<file path="config.mk">
export PLATFORM = sky130hd
export DESIGN_NAME = hcd_decoder
export DESIGN_NICKNAME = d
export VERILOG_FILES = /design/src/hcd_ctx_mem.v /design/src/hcd_decoder.v
export VERILOG_INCLUDE_DIRS = /design/src
export SDC_FILE = /design/constraint.sdc
export NUM_CORES = 2
export LEC_CHECK = 0
export ABC_AREA = 1
export BUFFER_PORTS_ARGS = -buffer_cell sky130_fd_sc_hd__buf_4
export CAP_MARGIN = 10
export CORE_MARGIN = 2
export CORE_UTILIZATION = 30
export CTS_BUF_LIST = sky130_fd_sc_hd__clkbuf_2 sky130_fd_sc_hd__clkbuf_4 sky130_fd_sc_hd__clkbuf_8
export DETAILED_ROUTE_END_ITERATION = 12
export PLACE_DENSITY = 0.42
export SKIP_CTS_REPAIR_TIMING = 1
export SLEW_MARGIN = 5
export SYNTH_ARGS = -nofsm -noshare
export SYNTH_HDL_FRONTEND = slang
export SYNTH_HIERARCHICAL = 1
export SYNTH_SLANG_ARGS = --single-unit
</file>
<file path="constraint.sdc">
create_clock -name clk_i -period 5.7 [get_ports clk_i]
set_input_delay 0.285 -clock clk_i [delete_from_list [all_inputs] [get_ports clk_i]]
set_output_delay 0.285 -clock clk_i [all_outputs]
set_load 0.005 [all_outputs]
</file>
<file path="src/hcd_defines.vh">
`ifndef HCD_DEFINES_VH
`define HCD_DEFINES_VH

// command identifiers
`define HCD_CMD_POSTMORTEM   16'h0001
`define HCD_CMD_UPLOAD       16'h0002
`define HCD_CMD_BOOT         16'h0003
`define HCD_CMD_INJ_MODE     16'h0007
`define HCD_CMD_INJ_DATA     16'h0008
`define HCD_CMD_FLUSH        16'h0009
`define HCD_CMD_PASSTHRU     16'h000a
`define HCD_CMD_SELFTEST     16'h000b
`define HCD_CMD_OCMP         16'h000c
`define HCD_CMD_CFG_LO       16'h000d
`define HCD_CMD_CFG_HI       16'h0010
`define HCD_CMD_TST_CONT     16'h0011
`define HCD_CMD_TST_START    16'h0012
`define HCD_CMD_FIFO_FMT     16'h0015
`define HCD_CMD_SPEED        16'h0017
`define HCD_CMD_PSET_LO      16'h0100
`define HCD_CMD_PSET_HI      16'h0fff
`define HCD_CMD_PGET_LO      16'h1000
`define HCD_CMD_PGET_HI      16'h1fff

// response class codes
`define HCD_RSP_NONE         4'h0
`define HCD_RSP_CRASH        4'h1
`define HCD_RSP_INJ_CFG      4'h2
`define HCD_RSP_PASSTHRU     4'h3
`define HCD_RSP_SELFTEST     4'h4
`define HCD_RSP_OCMP         4'h5
`define HCD_RSP_TST          4'h6
`define HCD_RSP_SPEED        4'h7
`define HCD_RSP_PSET         4'h8
`define HCD_RSP_PGET         4'h9
`define HCD_RSP_ERROR        4'hf

// crash dump packet layout
`define HCD_CRASH_CODE       16'h0003
`define HCD_DUMP_BYTES       8'hcd
`define HCD_DUMP_LEN         16'h00c9
`define HCD_OFS_CTX          8'h04
`define HCD_OFS_VALID        8'h84
`define HCD_OFS_FLAGS        8'h85
`define HCD_OFS_STKSZ        8'h86
`define HCD_OFS_STKST        8'h88
`define HCD_OFS_EXC          8'h8c
`define HCD_OFS_DBGVAL       8'ha8
`define HCD_OFS_RSTRSN       8'had
`define HCD_OFS_HRSTCNT      8'hae
`define HCD_OFS_ERRREP       8'haf
`define HCD_OFS_PROT         8'hb0
`define HCD_OFS_USP          8'hb4
`define HCD_OFS_RSVD         8'hb8

// reset reasons and error causes
`define HCD_RST_POR          8'h00
`define HCD_RST_EXT          8'h01
`define HCD_RST_HOST         8'h02
`define HCD_RST_WDOG         8'h04
`define HCD_ERR_WDOG         8'h19
`define HCD_ERR_FATAL        8'h1b
`define HCD_ERR_UNHANDLED    8'h44

// wishbone register offsets
`define HCD_REG_CTRL         8'h00
`define HCD_REG_STATUS       8'h04
`define HCD_REG_IRQ_STAT     8'h08
`define HCD_REG_IRQ_MASK     8'h0c
`define HCD_REG_LAST_CMD     8'h10
`define HCD_REG_CTX_ADDR     8'h14
`define HCD_REG_CTX_DATA     8'h18
`define HCD_REG_INFO         8'h1c
`define HCD_REG_STACK        8'h20
`define HCD_REG_EXC_ADDR     8'h24
`define HCD_REG_EXC_DATA     8'h28

// control and irq bits
`define HCD_CTRL_RUNTIME     0
`define HCD_IRQ_CMD          0
`define HCD_IRQ_ERR          1
`define HCD_IRQ_DUMP         2

`endif

</file>
<file path="src/hcd_ctx_mem.v">
`default_nettype none

// simple two-port word store for the saved context, one write and one read port, registered read
module hcd_ctx_mem (
    // clock
    input  wire        clk_i,
    // write port
    input  wire        we_i,
    input  wire [4:0]  waddr_i,
    input  wire [31:0] wdata_i,
    // read port
    input  wire [4:0]  raddr_i,
    output reg  [31:0] rdata_o
);
    reg [31:0] mem [0:31];

    // read data from a flop so it maps onto block ram
    always @(posedge clk_i) begin
        if (we_i) begin
            mem[waddr_i] <= wdata_i;
        end
        rdata_o <= mem[raddr_i];
    end
endmodule // hcd_ctx_mem

`default_nettype wire

</file>
<file path="src/hcd_decoder.v">
`include "hcd_defines.vh"
`default_nettype none

// Summary of operation
// - post-mortem command is id 0x0001 with zero length and nothing else
// - post-mortem command streams all stored crash data onto the status channel
// - dump starts with code 0x0003 then two-byte count of following bytes
// - bytes 0x04-0x83 carry the 32 saved context registers
// - byte 0x84 is 0 without crash info, 1 after a crash
// - byte 0x85 holds the four validity and no-autoexec flags
// - bytes 0x86-0x87 stack size, 0x88-0x8b stack start address
// - bytes 0xa8-0xac copy the five host debug and interrupt registers
// - byte 0xad reset reason: 0 por, 1 pin, 2 host, 4 watchdog
// - byte 0xaf error cause: 0x19 watchdog, 0x1b fatal, 0x44 unhandled
// - bytes 0xb0-0xb3 protection fault cause, 0xb4-0xb7 user stack pointer
// - bootloader accepts only 0x0001-0x0003 and 0x0017; rest need runtime
// - listed silent commands give no packet when they succeed
// - self-test, offset, test and pass-through commands return result packets; code only flags their class on cmd_rsp_o
// - 0x0100-0x0fff parameter write, 0x1000-0x1fff read, others reserved
// - malformed or invalid commands always get a command error packet; code flags 0xf on cmd_rsp_o and ignores bytes sent during a dump
module hcd_decoder (
    // clock and reset
    input  wire        clk_i,
    input  wire        rst_i,
    // wishbone slave
    input  wire        wb_cyc_i,
    input  wire        wb_stb_i,
    input  wire        wb_we_i,
    input  wire [7:0]  wb_adr_i,
    input  wire [3:0]  wb_sel_i,
    input  wire [31:0] wb_dat_i,
    output reg  [31:0] wb_dat_o,
    output reg         wb_ack_o,
    // command byte stream from the host port
    input  wire        cmd_valid_i,
    input  wire [7:0]  cmd_byte_i,
    input  wire        cmd_end_i,
    // status byte stream to the host port
    output reg         sts_valid_o,
    output reg  [7:0]  sts_byte_o,
    output reg         sts_last_o,
    input  wire        sts_ready_i,
    // decoded command
    output reg         cmd_exec_o,
    output reg  [15:0] cmd_id_o,
    output reg  [3:0]  cmd_rsp_o,
    // interrupt
    output wire        irq_o
);
    // classification of an identifier: response class or error when refused
    function [3:0] hcd_classify;
        input [15:0] id;
        input        rt;
        begin
            hcd_classify = `HCD_RSP_ERROR;
            if (!rt) begin
                if (id == `HCD_CMD_POSTMORTEM)
                    hcd_classify = `HCD_RSP_CRASH;
                else if (id == `HCD_CMD_UPLOAD || id == `HCD_CMD_BOOT)
                    hcd_classify = `HCD_RSP_NONE;
                else if (id == `HCD_CMD_SPEED)
                    hcd_classify = `HCD_RSP_SPEED;
            end else begin
                if (id == `HCD_CMD_INJ_MODE)
                    hcd_classify = `HCD_RSP_INJ_CFG;
                else if (id == `HCD_CMD_INJ_DATA || id == `HCD_CMD_FLUSH ||
                         id == `HCD_CMD_FIFO_FMT ||
                         (id >= `HCD_CMD_CFG_LO && id <= `HCD_CMD_CFG_HI))
                    hcd_classify = `HCD_RSP_NONE;
                else if (id == `HCD_CMD_PASSTHRU)
                    hcd_classify = `HCD_RSP_PASSTHRU;
                else if (id == `HCD_CMD_SELFTEST)
                    hcd_classify = `HCD_RSP_SELFTEST;
                else if (id == `HCD_CMD_OCMP)
                    hcd_classify = `HCD_RSP_OCMP;
                else if (id == `HCD_CMD_TST_CONT || id == `HCD_CMD_TST_START)
                    hcd_classify = `HCD_RSP_TST;
                else if (id >= `HCD_CMD_PSET_LO && id <= `HCD_CMD_PSET_HI)
                    hcd_classify = `HCD_RSP_PSET;
                else if (id >= `HCD_CMD_PGET_LO && id <= `HCD_CMD_PGET_HI)
                    hcd_classify = `HCD_RSP_PGET;
            end
        end
    endfunction

    // byte lane of a word, low byte first
    function [7:0] hcd_lane;
        input [31:0] w;
        input [1:0]  n;
        begin
            hcd_lane = w[8*n +: 8];
        end
    endfunction

    localparam [2:0] ST_IDLE = 3'b001;
    localparam [2:0] ST_RECV = 3'b010;
    localparam [2:0] ST_DUMP = 3'b100;

    reg [2:0]  state_q;
    reg [15:0] id_q;
    reg [15:0] len_q;
    reg [15:0] cnt_q;
    reg        ctrl_rt_q;
    reg [2:0]  irq_stat_q;
    reg [2:0]  irq_mask_q;
    reg [7:0]  pos_q;
    reg        crash_valid_q;
    reg [7:0]  flags_q;
    reg [15:0] stk_size_q;
    reg [31:0] stk_start_q;
    reg [31:0] exc_q [0:10];
    reg [7:0]  info_q [0:7];
    reg [3:0]  exc_idx_q;
    reg [4:0]  ctx_idx_q;
    reg [7:0]  err_count_q;

    wire       wb_hit = wb_cyc_i & wb_stb_i & ~wb_ack_o;
    wire       wb_wr  = wb_hit & wb_we_i;
    wire [4:0] ctx_rd_addr;
    wire [31:0] ctx_rd_data;
    wire       ctx_we = wb_wr & (wb_adr_i == `HCD_REG_CTX_DATA);
    wire [7:0] nxt_pos = pos_q + 8'h01;
    wire [7:0] pos_d = (state_q == ST_DUMP && (!sts_valid_o || sts_ready_i)) ? nxt_pos : pos_q;
    wire       irq_cmd_ev;
    wire       irq_err_ev;
    wire       irq_dump_ev;

    // context lookahead: word of the byte loaded next cycle
    assign ctx_rd_addr = pos_d[6:2] - 5'h01;

    hcd_ctx_mem u_ctx (
        .clk_i   (clk_i),
        .we_i    (ctx_we),
        .waddr_i (ctx_idx_q),
        .wdata_i (wb_dat_i),
        .raddr_i ((state_q == ST_DUMP) ? ctx_rd_addr : 5'h00),
        .rdata_o (ctx_rd_data)
    );

    // command framing: id and length low byte first, then payload count
    wire       frame_done = (state_q == ST_RECV) & cmd_valid_i & cmd_end_i;
    wire [15:0] id_f  = (cnt_q == 16'h0001) ? {cmd_byte_i, id_q[7:0]} : id_q;
    wire [15:0] len_f = (cnt_q == 16'h0002) ? {8'h00, cmd_byte_i} :
                        (cnt_q == 16'h0003) ? {cmd_byte_i, len_q[7:0]} : len_q;
    wire [15:0] cnt_f = cnt_q + 16'h0001;
    wire [15:0] pay_f = (cnt_f > 16'h0004) ? cnt_f - 16'h0004 : 16'h0000;
    wire [3:0]  cls_f = hcd_classify(id_f, ctrl_rt_q);
    // speed command has its own fixed four byte payload
    wire        fmt_ok = (id_f == `HCD_CMD_SPEED) ? (cnt_f == 16'h0008) :
                         (cnt_f >= 16'h0004 && pay_f == len_f);
    wire        pm_ok  = (id_f != `HCD_CMD_POSTMORTEM) || (len_f == 16'h0000);
    wire        bad_f  = ~fmt_ok | ~pm_ok | (cls_f == `HCD_RSP_ERROR);

    assign irq_cmd_ev  = frame_done & ~bad_f;
    assign irq_err_ev  = frame_done & bad_f;
    assign irq_dump_ev = (state_q == ST_DUMP) & sts_ready_i & sts_last_o & sts_valid_o;

    // receive and dump sequencing
    always @(posedge clk_i) begin
        if (rst_i) begin
            state_q     <= ST_IDLE;
            id_q        <= 16'h0000;
            len_q       <= 16'h0000;
            cnt_q       <= 16'h0000;
            pos_q       <= 8'h00;
            cmd_exec_o  <= 1'b0;
            cmd_id_o    <= 16'h0000;
            cmd_rsp_o   <= `HCD_RSP_NONE;
            err_count_q <= 8'h00;
        end else begin
            cmd_exec_o <= 1'b0;
            case (state_q)
                ST_IDLE: begin
                    if (cmd_valid_i) begin
                        id_q  <= {8'h00, cmd_byte_i};
                        cnt_q <= 16'h0001;
                        if (cmd_end_i) begin
                            // a one byte command is always garbled
                            cmd_exec_o  <= 1'b1;
                            cmd_id_o    <= {8'h00, cmd_byte_i};
                            cmd_rsp_o   <= `HCD_RSP_ERROR;
                            err_count_q <= err_count_q + 8'h01;
                        end else begin
                            state_q <= ST_RECV;
                        end
                    end
                end
                ST_RECV: begin
                    if (cmd_valid_i) begin
                        id_q  <= id_f;
                        len_q <= len_f;
                        if (cnt_q != 16'hffff)
                            cnt_q <= cnt_f;
                        if (cmd_end_i) begin
                            cmd_exec_o <= 1'b1;
                            cmd_id_o   <= id_f;
                            cmd_rsp_o  <= bad_f ? `HCD_RSP_ERROR : cls_f;
                            if (bad_f)
                                err_count_q <= err_count_q + 8'h01;
                            if (!bad_f && cls_f == `HCD_RSP_CRASH) begin
                                state_q <= ST_DUMP;
                                pos_q   <= 8'h00;
                            end else begin
                                state_q <= ST_IDLE;
                            end
                        end
                    end
                end
                ST_DUMP: begin
                    // dump ignores new command bytes until the last byte leaves
                    pos_q <= pos_d;
                    if (sts_valid_o && sts_ready_i && sts_last_o)
                        state_q <= ST_IDLE;
                end
                default: begin
                    state_q <= ST_IDLE;
                end
            endcase
        end
    end

    // byte select for the crash dump packet
    reg [7:0] dump_byte;
    reg [7:0] rel;
    always @* begin
        dump_byte = 8'h00;
        rel       = pos_q - `HCD_OFS_EXC;
        if (pos_q < 8'h02)
            dump_byte = hcd_lane({16'h0000, `HCD_CRASH_CODE}, pos_q[1:0]);
        else if (pos_q < `HCD_OFS_CTX)
            dump_byte = hcd_lane({16'h0000, `HCD_DUMP_LEN}, pos_q[1:0] - 2'd2);
        else if (pos_q < `HCD_OFS_VALID)
            dump_byte = hcd_lane(ctx_rd_data, pos_q[1:0]);
        else if (pos_q == `HCD_OFS_VALID)
            dump_byte = {7'h00, crash_valid_q};
        else if (pos_q == `HCD_OFS_FLAGS)
            dump_byte = {4'h0, flags_q[3:0]};
        else if (pos_q < `HCD_OFS_STKST)
            dump_byte = hcd_lane({16'h0000, stk_size_q}, pos_q[1:0] - 2'd2);
        else if (pos_q < `HCD_OFS_EXC)
            dump_byte = hcd_lane(stk_start_q, pos_q[1:0]);
        else if (pos_q < `HCD_OFS_DBGVAL)
            dump_byte = hcd_lane(exc_q[rel[5:2]], pos_q[1:0]);
        else if (pos_q < `HCD_OFS_PROT)
            dump_byte = info_q[pos_q[2:0]];
        else if (pos_q < `HCD_OFS_RSVD)
            dump_byte = hcd_lane(exc_q[rel[5:2]], pos_q[1:0]);
    end

    // status stream: dump packets only; errors and other responses go via cmd_rsp_o
    always @(posedge clk_i) begin
        if (rst_i) begin
            sts_valid_o <= 1'b0;
            sts_byte_o  <= 8'h00;
            sts_last_o  <= 1'b0;
        end else if (state_q == ST_DUMP) begin
            if (!sts_valid_o || sts_ready_i) begin
                sts_valid_o <= ~(sts_valid_o & sts_last_o);
                sts_byte_o  <= dump_byte;
                sts_last_o  <= (pos_q == `HCD_DUMP_BYTES - 8'h01);
            end
        end else begin
            sts_valid_o <= 1'b0;
            sts_last_o  <= 1'b0;
        end
    end

    // software writes: control, stored crash record, irq handling
    integer i;
    always @(posedge clk_i) begin
        if (rst_i) begin
            ctrl_rt_q     <= 1'b0;
            irq_stat_q    <= 3'h0;
            irq_mask_q    <= 3'h0;
            crash_valid_q <= 1'b0;
            flags_q       <= 8'h00;
            stk_size_q    <= 16'h0000;
            stk_start_q   <= 32'h0000_0000;
            exc_idx_q     <= 4'h0;
            ctx_idx_q     <= 5'h00;
            for (i = 0; i < 11; i = i + 1)
                exc_q[i] <= 32'h0000_0000;
            for (i = 0; i < 8; i = i + 1)
                info_q[i] <= 8'h00;
        end else begin
            // a new event wins over a write-one clear in the same cycle
            irq_stat_q <= (irq_stat_q &
                           ~((wb_wr && wb_adr_i == `HCD_REG_IRQ_STAT && wb_sel_i[0]) ?
                             wb_dat_i[2:0] : 3'h0)) |
                          {irq_dump_ev, irq_err_ev, irq_cmd_ev};
            if (wb_wr) begin
                case (wb_adr_i)
                    `HCD_REG_CTRL: begin
                        if (wb_sel_i[0])
                            ctrl_rt_q <= wb_dat_i[`HCD_CTRL_RUNTIME];
                    end
                    `HCD_REG_IRQ_MASK: begin
                        if (wb_sel_i[0])
                            irq_mask_q <= wb_dat_i[2:0];
                    end
                    `HCD_REG_CTX_ADDR: begin
                        if (wb_sel_i[0])
                            ctx_idx_q <= wb_dat_i[4:0];
                    end
                    `HCD_REG_CTX_DATA: begin
                        ctx_idx_q <= ctx_idx_q + 5'h01;
                    end
                    `HCD_REG_INFO: begin
                        if (wb_sel_i[0])
                            crash_valid_q <= wb_dat_i[0];
                        if (wb_sel_i[1])
                            flags_q <= {4'h0, wb_dat_i[11:8]};
                        if (wb_sel_i[3])
                            stk_size_q[15:8] <= wb_dat_i[31:24];
                        if (wb_sel_i[2])
                            stk_size_q[7:0] <= wb_dat_i[23:16];
                    end
                    `HCD_REG_STACK: begin
                        stk_start_q <= wb_dat_i;
                    end
                    `HCD_REG_EXC_ADDR: begin
                        if (wb_sel_i[0])
                            exc_idx_q <= wb_dat_i[3:0];
                    end
                    `HCD_REG_EXC_DATA: begin
                        // words 0-4 exception, 5 diag, 6 icause, 7-8 info, 9-10 prot/usp
                        if (exc_idx_q == 4'h7 || exc_idx_q == 4'h8) begin
                            for (i = 0; i < 4; i = i + 1)
                                info_q[{exc_idx_q[0], i[1:0]}] <=
                                    wb_dat_i[8*i +: 8];
                        end else if (exc_idx_q < 4'hb) begin
                            exc_q[exc_idx_q] <= wb_dat_i;
                        end
                        exc_idx_q <= exc_idx_q + 4'h1;
                    end
                    default: begin
                    end
                endcase
            end
        end
    end

    // wishbone answer one cycle after the strobe, unmapped reads zero
    always @(posedge clk_i) begin
        if (rst_i) begin
            wb_ack_o <= 1'b0;
            wb_dat_o <= 32'h0000_0000;
        end else begin
            wb_ack_o <= wb_hit;
            wb_dat_o <= 32'h0000_0000;
            if (wb_hit && !wb_we_i) begin
                case (wb_adr_i)
                    `HCD_REG_CTRL:     wb_dat_o <= {31'h0, ctrl_rt_q};
                    `HCD_REG_STATUS:   wb_dat_o <= {21'h0, err_count_q, state_q};
                    `HCD_REG_IRQ_STAT: wb_dat_o <= {29'h0, irq_stat_q};
                    `HCD_REG_IRQ_MASK: wb_dat_o <= {29'h0, irq_mask_q};
                    `HCD_REG_LAST_CMD: wb_dat_o <= {12'h0, cmd_rsp_o, cmd_id_o};
                    `HCD_REG_INFO:     wb_dat_o <= {stk_size_q, flags_q,
                                                    7'h0, crash_valid_q};
                    `HCD_REG_STACK:    wb_dat_o <= stk_start_q;
                    default:           wb_dat_o <= 32'h0000_0000;
                endcase
            end
        end
    end

    assign irq_o = |(irq_stat_q & irq_mask_q);
endmodule // hcd_decoder

`default_nettype wire

</file>
## After elaboration in Yosys (flattened, before gate mapping)

Memory sizes are Yosys's and may differ from the RTL's. A register that Yosys moved wholly into a read port is not among the register bits.
Cells that the tools add are included.

| operators by class | value |
|---|---|
| add/subtract/negate cells | 9 |
| order comparisons | 17 |
| multiplexer cells | 101 |
| shift operators | 6 |
| bitwise operators | 27 |
| equal/unequal tests | 52 |
| reduce and logical (&&, ||, !) cells | 56 |

Operators with widths:

| operator | count |
|---|---|
| $pmux 32 s7 | 1 |
| $mux 16 | 13 |
| $mux 8 | 23 |
| $shiftx 32x6->8 | 4 |
| $eq 16x4->1 const B | 6 |
| $pmux 16 s2 | 3 |
| $mux 4 | 17 |
| $eq 16x2->1 const B | 4 |
| $eq 16x5->1 const B | 4 |
| $shiftx 32x6->8 const A | 2 |
| $lt 8x8->1 const B | 6 |
| $mux 3 | 13 |
| $eq 16x1->1 const B | 2 |
| $eq 8x5->1 const B | 4 |
| $mux 32 | 1 |
| $pmux 8 s2 | 2 |
| $reduce_or 32->1 | 1 |
| $reduce_or 8->1 | 4 |
| $reduce_and 3->1 | 9 |
| $eq 8x6->1 const B | 3 |
| $eq 8x8->1 const B | 3 |
| $mux 1 | 22 |
| $ne 2x2->1 const B | 9 |
| $add 16x1->16 const B | 1 |
| 53 further kinds | 111 |

| word-level totals | value |
|---|---|
| register bits after elaboration | 200 |
| RAM bits | 1440 |
| input bits | 60 |
| memories | 3 |
| logic and storage cells | 296 |

Memory list:

| memory | words | width | rd ports | clocked after memory_dff | write ports | RTL line | text |
|---|---|---|---|---|---|---|---|
| u_ctx.mem | 32 | 32 | 1 | 1 | 1 | hcd_ctx_mem.v:15 | `reg [31:0] mem [0:31];` |
| exc_q | 11 | 32 | 1 | 0 | 11 | hcd_decoder.v:111 | `reg [31:0] exc_q [0:10];` |
| info_q | 8 | 8 | 1 | 0 | 8 | hcd_decoder.v:112 | `reg [7:0] info_q [0:7];` |

## Longest topological paths before layout

| logic depth | value |
|---|---|
| depth after elaboration | 21 |
| mapped depth | 27 |
| gate-level depth less buffers | 27 |

## Hierarchy

The synthesis kept the hierarchy.

By module, submodules not included:

| module | seq. area each (um2) | cells an instance | area an instance (um2) | times used |
|---|---|---|---|---|
| hcd_ctx_mem | 31390.1 | 3536 | 42405.7 | 1 |
| hcd_decoder | 20980.1 | 3899 | 35741.8 | 1 |

## Least setup slack after synthesis

Ideal clock, no wire load.

| timing | value |
|---|---|
| path kind | reg-to-reg |
| start | register exc_idx_q[0] |
| end | memory exc_q[11][0], enable pin |
| path buffers | 2 |
| stages on the path, launching flop included | 12 |
| path slack | 1.334 ns |
| library setup time | 0.461 ns |
| arrival time | 3.905 ns |
| path through | dfxtp_1 > buf_1 > inv_1 > ha_1 > nand2_1 > nand2_1 > a21oi_1 > nand2_1 > nor2_1 > inv_2 > buf_1 > nor3_1 |

RTL lines:

| item | RTL line | text |
|---|---|---|
| from (decl) | hcd_decoder.v:113 | `reg [3:0] exc_idx_q;` |
| from (signal assigned) | hcd_decoder.v:323 | `exc_idx_q <= wb_dat_i[3:0];` |
| from (signal assigned) | hcd_decoder.v:334 | `exc_idx_q <= exc_idx_q + 4'h1;` |
| to (decl) | hcd_decoder.v:111 |  |

## Worst setup path after layout

| timing | value |
|---|---|
| start | register pos_q[2] |
| end | register sts_byte_o[5] |

| on the way | value |
|---|---|
| cells in the longest elaborated chain, start to end | 13 |

RTL lines:

| item | RTL line | text |
|---|---|---|
| from (decl) | hcd_decoder.v:106 | `reg [7:0] pos_q;` |
| from (signal assigned) | hcd_decoder.v:211 | `pos_q <= pos_d;` |
| $sub 6x4->6 (no source line) | - |  |
| $mem_v2 11x32 | - |  |
| $shiftx 32x6->8 | hcd_decoder.v:91 | `hcd_lane = w[8*n +: 8];` |
| $mux 8 | hcd_decoder.v:246 | `` else if (pos_q < `HCD_OFS_RSVD) `` |
| $mux 8 | hcd_decoder.v:244 | `` else if (pos_q < `HCD_OFS_PROT) `` |
| $mux 8 | hcd_decoder.v:242 | `` else if (pos_q < `HCD_OFS_DBGVAL) `` |
| $mux 8 | hcd_decoder.v:240 | `` else if (pos_q < `HCD_OFS_EXC) `` |
| $mux 8 | hcd_decoder.v:238 | `` else if (pos_q < `HCD_OFS_STKST) `` |
| $mux 8 | hcd_decoder.v:236 | `` else if (pos_q == `HCD_OFS_FLAGS) `` |
| $mux 8 | hcd_decoder.v:234 | `` else if (pos_q == `HCD_OFS_VALID) `` |
| $mux 8 | hcd_decoder.v:232 | `` else if (pos_q < `HCD_OFS_VALID) `` |
| $mux 8 | hcd_decoder.v:230 | `` else if (pos_q < `HCD_OFS_CTX) `` |
| $mux 8 * | hcd_decoder.v:228 | `if (pos_q < 8'h02)` |
| to (signal assigned) | hcd_decoder.v:259 | `sts_byte_o <= dump_byte;` |
| to (decl) | hcd_decoder.v:40 | `output reg [7:0] sts_byte_o,` |

Every way passes the cells marked *; elsewhere a longest branch is shown, timed or not.
A chain may end at the register's enable or synchronous reset.

==> implementation parameters <==
Parameter                              Value

Power and ir drop
  Power per cell area ... 322 nW/um^2
  Proportion of power drawn by combinational gates ... 6.4%
  Cell internal power dissipation ... 22000 uW
  Static power due to leakage ... 0.0330 uW
  Tot Pwr ... 29100 uW
  Switching portion of total power ... 24.3%
  IR Drop Worst-Case VDD ... 0.209 mV
  Power share of the sequential group ... 51.0%
  Clock network fraction of design power ... 42.6%
  Switch Pwr ... 7080 uW

Critical path
  Reg-to-Reg End ... sts_byte_o[5]$_SDFFE_PP0P_
  Critical path data arrival time ... 5.60 ns
  Number of cell instances on the worst register-to-register path ... 14
  Crit path max-delay cell type ... sky130_fd_sc_hd__dfxtp_4
  Startpoint type of the worst setup path ... flip-flop
  Flop-to-flop setup slack ... 0.99 ns
  Maximum single-stage delay on the critical path ... 0.60 ns
  Crit Reg-Reg Startpoint ... pos_q[2]$_SDFFE_PP0P_
  Worst Setup Path Type ... reg2reg
  Critical path capture point type ... flip-flop
  CP most frequent cell ... sky130_fd_sc_hd__nand3_1
  Required time of the critical path ... 6.59 ns
  Maximum fanout encountered on the critical timing path ... 85
  Critical Path, Cell by Cell ... inv_8 -> ha_4 -> inv_4 -> buf_12 -> a21oi_1 -> a221oi_1 -> o221ai_1 -> nand3_1 -> nand3_1 -> nand3_1 -> a21oi_1 -> o21ai_0 -> nand3_1 -> a21oi_1

Route
  Routed via count divided by cell count ... 4.99
  DR pass1 iterations ... 7
  Routed wire length ... 267 mm
  Routed vias ... 57100
  Initial DRC count ... 4730
  Routed length per placed instance ... 23.4 um
  # DRC ... 0
  Residual antenna-violating net count after detailed routing ... 0

Logic synthesis
  Synthesis warning total ... 6
  Number of distinct library cell variants in the gate-level netlist after synthesis ... 69
  Cell types occupying the most area after synthesis ... sky130_fd_sc_hd__edfxtp_1, sky130_fd_sc_hd__nand2_1, sky130_fd_sc_hd__dfxtp_1
  Top cells by count, synth ... sky130_fd_sc_hd__nand2_1, sky130_fd_sc_hd__edfxtp_1, sky130_fd_sc_hd__nand3_1
  Fraction of synthesized cell area taken by the top area cell type ... 60.3%
  Synthesized area divided by synthesized cell count ... 10.5 sq um
  Sequential fraction of the synthesis area ... 67.0%
  Ys flop type ... sky130_fd_sc_hd__edfxtp_1
  Dominant cell by count in the synthesized netlist ... sky130_fd_sc_hd__nand2_1
  Async SR Flop Fraction ... 0%
  Number of flops mapped to enable cells by yosys ... 1568
  Netlist area before placement ... 78100 sq um
  Top cell type by total area after synthesis ... sky130_fd_sc_hd__edfxtp_1
  Count of state elements after synthesis ... 1832
  Synthesized instance count ... 7435

Floorplanning
  Starting density of the core ... 30.1%
  Total core area ... 259000 sq um
  Number of top-level pins ... 125
  Vertical extent of the die ... 514 um
  Die Area ... 265000 sq um
  FP Rows ... 187
  Width of the die ... 514 um

Placed design
  Placed wire-length estimate ... 156 mm
  Final estimated routing congestion in global placement ... 0.815
  Number of buffers added on ports ... 124

Timing
  Setup TNS after final layout ... 0 ns
  Number of hold-slack violations in the final timing report ... 3
  Setup violation total in the final timing report ... 0
  Slew of the pin with the lowest slew margin ... 1.22 ns
  Shortest period the worst path allows ... 4.71 ns
  Unrepaired setup endpoints after global routing ... no
  Maximum clock rate ... 212 MHz
  Final-report max-slew violation count ... 0
  Hold Slack ... -0.0269 ns
  Maximum clock skew at final layout ... 0.0857 ns
  Worst max-slew margin expressed relative to the limit ... 18.2%
  Final period util ... 82.6%

Hold path
  Worst min-delay path startpoint ... wb_adr_i[4]
  Hold/Removal Path Class ... in2reg
  Instance count along the most critical hold path ... 7
  Hold Crit Endpoint ... ctx_idx_q[3]$_SDFFE_PP0P_

Clock network
  Num Clock Sinks ... 1832
  Clock-pin slew on the worst setup and hold paths ... 0.06 ns
  Buffer cell driving the clock tree root ... sky130_fd_sc_hd__clkbuf_8
  Clock tree from TritonCTS ... yes
  Clock insertion delay at the later pin of the skew report ... 1.00 ns
  H-Tree Level Count ... 5
  Num CTS Buffers ... 330
  Maximum root-to-sink buffer count ... 4

GRT
  Number of global-route vias before repair ... 55600
  Remaining global-route overflow ... 0
  First-pass GRT wire length ... 391 mm
  Number of antenna violations at the first check in global routing ... 13
  Pin count of the biggest net entering global routing ... 190
  GRT Total Usage ... 19.7%

Final layout
  Fin nets ... 7859
  Fraction of layout cells with a size suffix above 1 ... 11.9%
  Number of fillers in the final layout ... 26300
  Area Growth Syn to Fin ... 15.7%

Status
  Outcome ... complete, but fails checks
  Violations in the final reports ... hold timing

Job
  Max-cap violations ... 0
==> critical path, delay by kind of cell, from the launching register on <==
family / cells / cell delay [ns]
adder cells (fa/ha/maj): 1 / 0.46
AND/OR/NAND/NOR: 4 / 0.78
flip-flops: 1 / 0.60
buffers and inverters: 3 / 1.14
AO/OA/AOI/OAI: 6 / 1.49
==> sequential cells by signal, indices dropped and copies added (netlist names), 4 cells and up <==
name           flops
err_count_q        8
wb_dat_o          32
stk_size_q        16
cmd_rsp_o          4
stk_start_q       32
flags_q            4
u_ctx/rdata_o     32
id_q              16
u_ctx/mem       1024
len_q             16
cmd_id_o          16
ctx_idx_q          5
info_q            64
exc_q            512
pos_q              8
cnt_q             16
exc_idx_q          4
sts_byte_o         8
==> how the worst max path moves through the flow <==
stage	startpoint	end	slack [ns]	depth (start not counted)
global route	state_q[2]$_SDFFE_PP0P_	u_ctx/rdata_o[29]$_DFF_P_	0.61	18
detailed placement	wb_adr_i[7]	exc_q[10][30]$_SDFFE_PP0P_	0.84	17
floorplan	exc_idx_q[0]$_SDFFE_PP0P_	exc_q[11][0]$_DFFE_PP_	1.33	11
CTS	pos_q[2]$_SDFFE_PP0P_	sts_byte_o[5]$_SDFFE_PP0P_	0.91	14
global placement	wb_adr_i[7]	exc_q[10][30]$_SDFFE_PP0P_	0.78	17
finish	pos_q[2]$_SDFFE_PP0P_	sts_byte_o[5]$_SDFFE_PP0P_	0.99	14
==> stage by stage <==
stage	setup WS, ns	hold slack (ns)	utilization, %	instances	cell area [sq um]
5_1_grt	0.613	0.00649	34.9	11400	90400
2_1_floorplan	1.33	0.384	-	7562	78600
4_1_cts	0.906	-0.397	34.6	11400	89800
6_report	0.990	-0.0269	34.9	11500	90400
3_3_place_gp	0.780	0.439	32.1	10800	83300
3_5_place_dp	0.838	0.444	32.1	10800	83300
==> layout by cell type, fill, tap and decap left out, types with 8 or more instances in the layout <==
| master | instances |
|---|---|
| sky130_fd_sc_hd__a221o_1 | 9 |
| sky130_fd_sc_hd__a31oi_1 | 14 |
| sky130_fd_sc_hd__dlygate4sd3_1 | 59 |
| sky130_fd_sc_hd__diode_2 | 12 |
| sky130_fd_sc_hd__nor2_1 | 686 |
| sky130_fd_sc_hd__a221oi_1 | 30 |
| sky130_fd_sc_hd__a211oi_1 | 24 |
| sky130_fd_sc_hd__nand3_1 | 959 |
| sky130_fd_sc_hd__clkinv_1 | 97 |
| sky130_fd_sc_hd__nor3_1 | 50 |
| sky130_fd_sc_hd__o21ai_0 | 358 |
| sky130_fd_sc_hd__dfxtp_1 | 261 |
| sky130_fd_sc_hd__ha_1 | 18 |
| sky130_fd_sc_hd__clkbuf_4 | 126 |
| sky130_fd_sc_hd__nor2_2 | 8 |
| sky130_fd_sc_hd__edfxtp_1 | 1568 |
| sky130_fd_sc_hd__o22ai_1 | 11 |
| sky130_fd_sc_hd__nand2_2 | 27 |
| sky130_fd_sc_hd__buf_12 | 27 |
| sky130_fd_sc_hd__conb_1 | 128 |
| sky130_fd_sc_hd__buf_4 | 259 |
| sky130_fd_sc_hd__o21a_1 | 9 |
| sky130_fd_sc_hd__o211ai_1 | 30 |
| sky130_fd_sc_hd__nand2_1 | 2021 |
| sky130_fd_sc_hd__a32o_1 | 26 |
| sky130_fd_sc_hd__a21oi_1 | 332 |
| sky130_fd_sc_hd__o221ai_1 | 78 |
| sky130_fd_sc_hd__o21ai_1 | 8 |
| sky130_fd_sc_hd__nor2_4 | 47 |
| sky130_fd_sc_hd__nand4_1 | 18 |
| sky130_fd_sc_hd__inv_1 | 239 |
| sky130_fd_sc_hd__clkbuf_8 | 358 |
| sky130_fd_sc_hd__o31ai_1 | 10 |
| sky130_fd_sc_hd__clkinv_2 | 27 |
| sky130_fd_sc_hd__inv_2 | 9 |
==> power by group through the flow <==
| stage | Combinational (uW) | Clock, uW | Sequential (uW) |
|---|---|---|---|
| detailed placement | 1830 | 0 | 15100 |
| global route | 2090 | 13300 | 14900 |
| finish | 1850 | 12400 | 14800 |
| floorplan | 1210 | 0 | 15100 |
| CTS | 1830 | 12700 | 14800 |
| global placement | 1820 | 0 | 15100 |
==> cells by family (layout without fill, tap and decap cells) <==
group	count (synthesis)	after routing	synth area share (%)
XOR/XNOR	13	13	0.146
AO/OA/AOI/OAI	971	971	7.39
adder cells (fa/ha/maj)	19	19	0.304
other	1	140	0.00480
flip-flops	1832	1832	67.0
buffers and inverters	752	1226	4.61
AND/OR/NAND/NOR	3847	3847	20.5
==> area by class of cell <==
| type | instances | area [sq um] | area share (%) |
|---|---|---|---|
| inverters | 293 | 1150 | 1.27 |
| clock buffers | 484 | 5870 | 6.50 |
| flip-flops and latches | 1832 | 52400 | 57.9 |
| repair buffers | 345 | 3080 | 3.40 |
| well taps | 3402 | 4260 | 4.71 |
| multi-input cells | 4978 | 23100 | 25.5 |
| diodes | 12 | 30.0 | 0.0332 |
| clock inverters | 104 | 588 | 0.650 |
==> routing by layer <==
metal	global-route usage (%)	wire length [um]
met5	0	19
met3	2.65	13000
met4	5.00	6110
met1	27.5	122000
met2	32.3	126000
Power figures use the tool's default switching activity.
